<file path="config.mk">
export PLATFORM = sky130hd
export DESIGN_NAME = fsps_seq
export DESIGN_NICKNAME = d
export VERILOG_FILES = /design/src/hw/fsps_pkg.sv /design/src/hw/fsps_seq.sv /design/src/hw/fsps_osc_div.sv
export SDC_FILE = /design/constraint.sdc
export NUM_CORES = 2
export LEC_CHECK = 0
export BUFFER_PORTS_ARGS = -buffer_cell sky130_fd_sc_hd__buf_2
export CAP_MARGIN = 10
export CORE_UTILIZATION = 31
export CTS_CLUSTER_DIAMETER = 80
export CTS_CLUSTER_SIZE = 20
export DETAILED_ROUTE_END_ITERATION = 10
export GPL_TIMING_DRIVEN = 0
export MAX_ROUTING_LAYER = met4
export REMOVE_ABC_BUFFERS = 1
export SYNTH_ARGS = -nofsm -noshare
export SYNTH_HDL_FRONTEND = slang
export SYNTH_HIERARCHICAL = 1
export SYNTH_SLANG_ARGS = --single-unit
export TNS_END_PERCENT = 20
</file>
<file path="constraint.sdc">
create_clock -name clk_i -period 4.4 [get_ports clk_i]
set_input_delay 0.44 -clock clk_i [delete_from_list [all_inputs] [get_ports clk_i]]
set_output_delay 0.44 -clock clk_i [all_outputs]
set_load 0.1 [all_outputs]
</file>
<file path="src/hw/fsps_pkg.sv">
// Constants for the flash self-programming sequencer
`default_nettype none
package fsps_pkg;
   localparam int ROW_WORDS = 64;
   localparam int PAGE_ROWS = 8;
   localparam int PAGE_WORDS = 512;
   localparam int ROW_BYTES = 192;
   localparam int PAGE_BYTES = 1536;
   localparam int ROW_WRITE_FRC_CYCLES = 11064;
   localparam int PAGE_ERASE_FRC_CYCLES = 11064;
   localparam int WORD_WRITE_FRC_CYCLES = 11064;
   localparam int CTRL_START_BIT = 15;
   localparam int CTRL_ERASE_BIT = 6;
   localparam int CTRL_ENABLE_BIT = 14;
   localparam logic [7:0] KEY_FIRST = 8'h55;
   localparam logic [7:0] KEY_SECOND = 8'hAA;
   localparam logic [3:0] OP_WORD = 4'h3;
   localparam logic [3:0] OP_ROW = 4'h1;
   localparam logic [3:0] OP_PAGE = 4'h2;
   localparam int ADDR_W = 24;
   localparam int TBL_CYCLES = 2;
   typedef enum logic [3:0] {
      FSPS_IDLE  = 4'b0001,
      FSPS_ERASE = 4'b0010,
      FSPS_ROW   = 4'b0100,
      FSPS_WORD  = 4'b1000
   } fsps_state_e;
   // Byte-lane merge for word/byte table writes
   function automatic logic [15:0] fsps_merge(input logic [15:0] old_v, input logic [15:0] new_v,
                                              input logic byte_mode, input logic byte_sel);
      logic [15:0] r;
      r = new_v;
      if (byte_mode) begin
         r = byte_sel ? {new_v[7:0], old_v[7:0]} : {old_v[15:8], new_v[7:0]};
      end
      return r;
   endfunction
endpackage : fsps_pkg
`default_nettype wire

</file>
<file path="src/hw/fsps_seq.sv">
// Flash self-programming sequencer: holding buffer, unlock, timed operations
`default_nettype none
module fsps_seq
#(
   parameter int OSC_DIV = 34,
   parameter int ROW_CYCLES = fsps_pkg::ROW_WRITE_FRC_CYCLES
) (
   // Clock and reset
   input wire logic clk_i,
   input wire logic sys_rst_i,
   // Table access from the core
   input wire logic [7:0] table_page_pointer_i,
   input wire logic [15:0] effective_address_i,
   input wire logic table_write_low_word_i,
   input wire logic table_write_high_byte_i,
   input wire logic table_read_low_word_i,
   input wire logic table_read_high_byte_i,
   input wire logic byte_mode_i,
   input wire logic [15:0] wdata_i,
   output logic [15:0] rdata_o,
   output logic tbl_done_o,
   // Control and key writes
   input wire logic ctrl_we_i,
   input wire logic [15:0] ctrl_wdata_i,
   input wire logic key_we_i,
   input wire logic [7:0] key_wdata_i,
   output logic [15:0] flash_control_reg_o,
   // Core stall
   output logic stall_o,
   // Flash array side
   output logic [fsps_pkg::ADDR_W-1:0] flash_addr_o,
   output logic flash_erase_o,
   output logic flash_prog_o,
   output logic flash_row_o,
   output logic flash_cfg_space_o,
   output logic [23:0] flash_wdata_o,
   output logic [5:0] flash_buf_idx_o,
   input wire logic [23:0] flash_rdata_i
);
   import fsps_pkg::*;

   logic osc_tick;
   fsps_state_e state_reg, state_next;
   logic [15:0] lo_buf_reg [ROW_WORDS];
   logic [7:0] hi_buf_reg [ROW_WORDS];
   logic [ADDR_W-1:0] addr_reg;
   logic [1:0] key_reg;
   logic start_reg, enable_reg, erase_reg;
   logic [3:0] op_reg;
   logic [13:0] time_reg;
   logic tbl_busy_reg;
   logic [5:0] idx;
   logic [ADDR_W-1:0] tgt;
   logic launch;
   logic tbl_req;
   logic rd_lo_reg, rd_hi_reg, rd_bm_reg, rd_bsel_reg;

   fsps_osc_div #(.DIV(OSC_DIV)) u_div (
      .clk_i(clk_i),
      .sys_rst_i(sys_rst_i),
      .tick_o(osc_tick)
   );

   // Full target address and row slot
   assign tgt = {table_page_pointer_i, effective_address_i};
   assign idx = tgt[6:1];
   // Any table instruction accepted this cycle
   assign tbl_req = (table_write_low_word_i || table_write_high_byte_i ||
                     table_read_low_word_i || table_read_high_byte_i) && !stall_o;

   // Table write into the holding buffer, byte lanes merged
   always_ff @(posedge clk_i) begin
      if (table_write_low_word_i && !stall_o) begin
         lo_buf_reg[idx] <= fsps_merge(lo_buf_reg[idx], wdata_i, byte_mode_i, tgt[0]);
      end
      if (table_write_high_byte_i && !stall_o && !(byte_mode_i && tgt[0])) begin
         hi_buf_reg[idx] <= wdata_i[7:0];
      end
   end

   // Latch address of last buffer write as operation target
   always_ff @(posedge clk_i) begin
      if (sys_rst_i) begin
         addr_reg <= '0;
      end else if ((table_write_low_word_i || table_write_high_byte_i) && !stall_o) begin
         addr_reg <= tgt;
      end
   end

   // Table cycle timing: answer in second cycle
   always_ff @(posedge clk_i) begin
      if (sys_rst_i) begin
         tbl_busy_reg <= 1'b0;
      end else begin
         tbl_busy_reg <= (table_write_low_word_i || table_write_high_byte_i ||
                          table_read_low_word_i || table_read_high_byte_i) &&
                         !stall_o && !tbl_busy_reg;
      end
   end
   assign tbl_done_o = tbl_busy_reg;

   // Pending table read: the array answers once the read address stands
   always_ff @(posedge clk_i) begin
      if (sys_rst_i) begin
         rd_lo_reg <= 1'b0;
         rd_hi_reg <= 1'b0;
         rd_bm_reg <= 1'b0;
         rd_bsel_reg <= 1'b0;
      end else begin
         rd_lo_reg <= table_read_low_word_i && !stall_o;
         rd_hi_reg <= table_read_high_byte_i && !stall_o;
         rd_bm_reg <= byte_mode_i;
         rd_bsel_reg <= tgt[0];
      end
   end

   // Read data: low word, or high byte with zero phantom byte
   always_ff @(posedge clk_i) begin
      if (sys_rst_i) begin
         rdata_o <= 16'h0000;
      end else if (rd_lo_reg) begin
         rdata_o <= rd_bm_reg ? {8'h00, (rd_bsel_reg ? flash_rdata_i[15:8] : flash_rdata_i[7:0])}
                              : flash_rdata_i[15:0];
      end else if (rd_hi_reg) begin
         rdata_o <= {8'h00, (rd_bm_reg && rd_bsel_reg) ? 8'h00 : flash_rdata_i[23:16]};
      end
   end

   // Unlock key tracker: 55h then AAh, cleared by any other key write or by a control write
   always_ff @(posedge clk_i) begin
      if (sys_rst_i || launch) begin
         key_reg <= 2'b00;
      end else if (key_we_i) begin
         if (key_wdata_i == KEY_FIRST) begin
            key_reg <= 2'b01;
         end else if (key_wdata_i == KEY_SECOND && key_reg == 2'b01) begin
            key_reg <= 2'b10;
         end else begin
            key_reg <= 2'b00;
         end
      end else if (ctrl_we_i) begin
         key_reg <= 2'b00;
      end
   end

   assign launch = ctrl_we_i && ctrl_wdata_i[CTRL_START_BIT] && !start_reg && key_reg == 2'b10 &&
                   ctrl_wdata_i[CTRL_ENABLE_BIT];

   // Control fields; start is hardware cleared
   always_ff @(posedge clk_i) begin
      if (sys_rst_i) begin
         start_reg <= 1'b0;
         enable_reg <= 1'b0;
         erase_reg <= 1'b0;
         op_reg <= 4'h0;
      end else if (start_reg) begin
         if (state_reg != FSPS_IDLE && state_next == FSPS_IDLE) begin
            start_reg <= 1'b0;
         end
      end else if (ctrl_we_i) begin
         enable_reg <= ctrl_wdata_i[CTRL_ENABLE_BIT];
         erase_reg <= ctrl_wdata_i[CTRL_ERASE_BIT];
         op_reg <= ctrl_wdata_i[3:0];
         start_reg <= launch && state_next != FSPS_IDLE;
      end
   end
   assign flash_control_reg_o = {start_reg, enable_reg, 7'h00, erase_reg, 2'b00, op_reg};

   // Operation sequencer
   always_comb begin
      state_next = state_reg;
      unique case (state_reg)
         FSPS_IDLE: begin
            if (launch) begin
               if (ctrl_wdata_i[CTRL_ERASE_BIT]) begin
                  state_next = FSPS_ERASE;
               end else if (ctrl_wdata_i[3:0] == OP_WORD) begin
                  state_next = FSPS_WORD;
               end else if (ctrl_wdata_i[3:0] == OP_ROW) begin
                  state_next = FSPS_ROW;
               end
            end
         end
         FSPS_ERASE, FSPS_ROW, FSPS_WORD: begin
            if (osc_tick && time_reg == 14'(ROW_CYCLES - 1)) begin
               state_next = FSPS_IDLE;
            end
         end
         default: state_next = FSPS_IDLE;
      endcase
   end

   always_ff @(posedge clk_i) begin
      if (sys_rst_i) begin
         state_reg <= FSPS_IDLE;
      end else begin
         state_reg <= state_next;
      end
   end

   // Oscillator cycle counter for the self-timed operation
   always_ff @(posedge clk_i) begin
      if (sys_rst_i || state_reg == FSPS_IDLE) begin
         time_reg <= 14'h0000;
      end else if (osc_tick) begin
         time_reg <= time_reg + 14'h0001;
      end
   end

   // Core stall during any operation
   assign stall_o = state_reg != FSPS_IDLE;

   // Flash array strobes; aligned addresses
   assign flash_erase_o = state_reg == FSPS_ERASE;
   assign flash_row_o = state_reg == FSPS_ROW;
   assign flash_prog_o = state_reg == FSPS_ROW || state_reg == FSPS_WORD;
   // Space select follows the address the array currently sees
   assign flash_cfg_space_o = flash_addr_o[ADDR_W-1];
   assign flash_buf_idx_o = (state_reg == FSPS_ROW) ? time_reg[5:0] : addr_reg[6:1];

   // Address aligned to page (1024 addr), row (128 addr, plus word slot) or word (2 addr)
   always_ff @(posedge clk_i) begin
      if (sys_rst_i) begin
         flash_addr_o <= '0;
         flash_wdata_o <= 24'h000000;
      end else begin
         unique case (state_reg)
            FSPS_ERASE: flash_addr_o <= {addr_reg[ADDR_W-1:10], 10'h000};
            FSPS_ROW: flash_addr_o <= {addr_reg[ADDR_W-1:7], time_reg[5:0], 1'b0};
            FSPS_IDLE: flash_addr_o <= tbl_req ? {tgt[ADDR_W-1:1], 1'b0}
                                               : {addr_reg[ADDR_W-1:1], 1'b0};
            default: flash_addr_o <= {addr_reg[ADDR_W-1:1], 1'b0};
         endcase
         flash_wdata_o <= {hi_buf_reg[flash_buf_idx_o], lo_buf_reg[flash_buf_idx_o]};
      end
   end
endmodule : fsps_seq
`default_nettype wire

</file>
<file path="src/hw/fsps_osc_div.sv">
// Enable-pulse divider standing in for the fast RC oscillator tick
`default_nettype none
module fsps_osc_div #(
   parameter int DIV = 34
) (
   // Clock and reset
   input wire logic clk_i,
   input wire logic sys_rst_i,
   // Tick out
   output logic tick_o
);
   logic [7:0] cnt_reg;
   // Count clocks and pulse once per divide period
   always_ff @(posedge clk_i) begin
      if (sys_rst_i) begin
         cnt_reg <= 8'h00;
         tick_o <= 1'b0;
      end else if (cnt_reg == 8'(DIV - 1)) begin
         cnt_reg <= 8'h00;
         tick_o <= 1'b1;
      end else begin
         cnt_reg <= cnt_reg + 8'h01;
         tick_o <= 1'b0;
      end
   end
endmodule : fsps_osc_div
`default_nettype wire

</file>
==> metrics.txt <==
status finished with violations; failing checks negative setup slack; Layout Skew 39.32 ps; Avg Cell Area, Syn 13.31 um2; Vias 41.26k; critical path peak fanout 20; largest net degree at the start of global routing 178; first-pass GRT wire length 271000 um; post-synth top area cell edfxtp_1; max reg flops 1024; CP arrival 5080 ps; area growth from synthesis to layout 13.17%; final setup vio count 1; remaining global-route overflow 0; #FFs+latches synth 1663; CP Capture Type flip-flop; min Tclk post-route 4430 ps; number of max-cap violations 0; hpwl dp 118500 um; CTS H-tree lvls 3; fin cells 7919; proportion of layout cells with a drive suffix above 1 8.831%; max-slew violations 0; asr flop ratio synth 0%; final worst slack -30.30 ps; static leakage 24.05 nW; unrepaired setup endpoints after global routing false; switching share of power 24.55%; DRT met1 WL 78090 um; Max clock buf depth 3; NumNets Final 5140; clock power share 31.9%; number of global-route vias before repair 39.17k; Final ANT Viol Nets 0; met2 WL 86210 um; CTS Sinks 1663; top sig layer met4; Ys Warns 6; fmax 225.7 MHz; Die X 462.6 um; fin crit share 100.7%; Placer Congestion 0.8372; main flop type after synthesis edfxtp_1; Seq/Total Area, Yosys 73.99%; Reg clk slew, reported paths 80 ps; Worst-Margin Slew 1337 ps; Die ar. 214000 um2; Die Span Y 462.6 um; dpl cells 7696; Post-synth EDFFs 1536; cells after synthesis 4941; iteration-0 DRC count of the detailed router 4658; Synth cell types 60; Int Pwr 22.44 mW; port bufs 169; DRC 0; Rel. slew slack 10.89%; top cell type's share of synthesized area 70.12%; root buffer cell clkbuf_16; pwr/cell area 399.6 nW/um2; hold crit path type in -> reg; Final Hold Fails 0; most frequent cells after synthesis 1536 x edfxtp_1, 1321 x nand2_1, 408 x nand3_1; maximum VDD drop 0.3011 mV; worst skew pair latency 760 ps; drt pass-1 iters 8; GRT Overall Usage 17.40%; combinational fraction of design power 9.4%; Met3 Wirelength 15930 um; Flop pwr share 58.7%; Starting Density 31.29%; Area contributors post-synth edfxtp_1 70%, nand2_1 7.5%, dfxtp_1 3.9%; CTS tree yes; Routed WL per cell 23.53 um; most common cell in the netlist edfxtp_1; Routed Wire Length 186400 um; # IOs 189; Vias/cell 5.210; CP Launch Type flip-flop; critical path required time 5050 ps; Post-Syn Area 65780 um2; final core occ 35.41%; Net Sw Power 7.303 mW; core region area 210200 um2; CTS buffer count 96; antenna violations before repair 15; Pwr Total 29.74 mW; Crit Path Category reg -> reg; FP Rows 168
## stage by stage
| step | setup WS, ps | instance area, um2 | setup TNS (ps) | hold WS (ps) |
|---|---|---|---|---|
| floorplan | -20950 | 64010 | -533590 | 430.0 |
| global placement | -49830 | 68360 | -7077960 | 409.8 |
| detailed placement | -1168 | 70950 | -20340 | 414.2 |
| CTS | 93.83 | 74320 | 0 | 1.280 |
| global route | 14.27 | 74430 | 0 | 36.94 |
| finish | -30.30 | 74440 | -30.30 | 34.58 |
## timing repair
item,in CTS,in global routing
hold buffers,41,0
hold endpoints to repair,59,0
resized for setup,4,3
buffers inserted,4,0
setup endpoints to repair,26,2
gates cloned,2,0
## layer usage
layer  vias up  track usage [%]
met3       312            3.496
met1     20830            23.14
met2      1736            26.78
met5         -                -
li1      18380                -
met4         0            5.265
## area by class of cell
class	instances	area [um2]
Fill cell	20020	135800
Sequential cell	1663	48670
Multi-Input combinational cell	2936	15530
Timing Repair Buffer	328	3786
Tap cell	2805	3510
Clock buffer	148	2597
Clock inverter	17	251.5
Inverter	15	78.83
Antenna cell	7	17.52
## placed cells by master (no fill, tap or decap), drive strengths merged, types with 6 or more instances in the layout
| master | n |
|---|---|
| a221oi | 12 |
| a21oi | 107 |
| o211ai | 6 |
| xor2 | 12 |
| inv | 20 |
| a32oi | 171 |
| dfxtp | 127 |
| and3 | 7 |
| conb | 10 |
| nand3 | 408 |
| or4 | 12 |
| o21ai | 42 |
| edfxtp | 1536 |
| nand2 | 1321 |
| mux2i | 215 |
| o22ai | 14 |
| clkinv | 7 |
| a31oi | 69 |
| nand2b | 10 |
| or3 | 27 |
| a32o | 12 |
| nor4b | 6 |
| nor3 | 15 |
| a311oi | 16 |
| diode | 7 |
| nor2 | 250 |
| dlygate4sd3 | 41 |
| nor2b | 13 |
| and2 | 9 |
| mux2 | 6 |
| xnor2 | 6 |
| nand4 | 115 |
| nor3b | 17 |
| buf | 285 |
| clkbuf | 148 |
## worst paths after layout
check              startpoint  cells past startpoint  slack (ps)                 to
min reg2reg        tbl_done_o                      1         430         tbl_done_o
max reg2reg      state_reg[3]                     11         -30  flash_wdata_o[21]
min          flash_rdata_i[2]                      3          30         rdata_o[2]
max              state_reg[3]                     11         -30  flash_wdata_o[21]
## power groups by stage
stage	Clock, mW	Combinational (mW)	Sequential, mW
final	9.48	2.80	17.5
after global routing	10.1	2.95	17.5
after CTS	9.61	2.78	17.5
after detailed placement	0	2.73	17.8
after global placement	0	2.95	17.9
after floorplan	0	1.38	18.2
## cell families (layout without fill, tap and decap cells)
family                     after synthesis  count (layout)  synth area share [%]
muxes                                  221             221                 3.393
AOI/OAI and AO/OA                      458             458                 4.946
and+or+nand+nor                       2226            2226                 14.54
xor gates and xnor gates                18              18                0.2397
other                                    1              17              0.005701
buffers and inverters                  351             508                 2.834
DFF                                   1663            1663                 73.99
adders and majority gates                3               3               0.05707
## critical path: stages (launching register included)
cell and delay [ps]:
dfxtp_1 420, nor4b_4 410, buf_8 210, mux2i_4 820, clkinvlp_4 240, buf_4 220
nand2_4 330, buf_12 240, a31oi_1 60, or4_1 700, a21oi_1 430, or3_1 230
No activity file was read; power rests on OpenSTA's default activity.
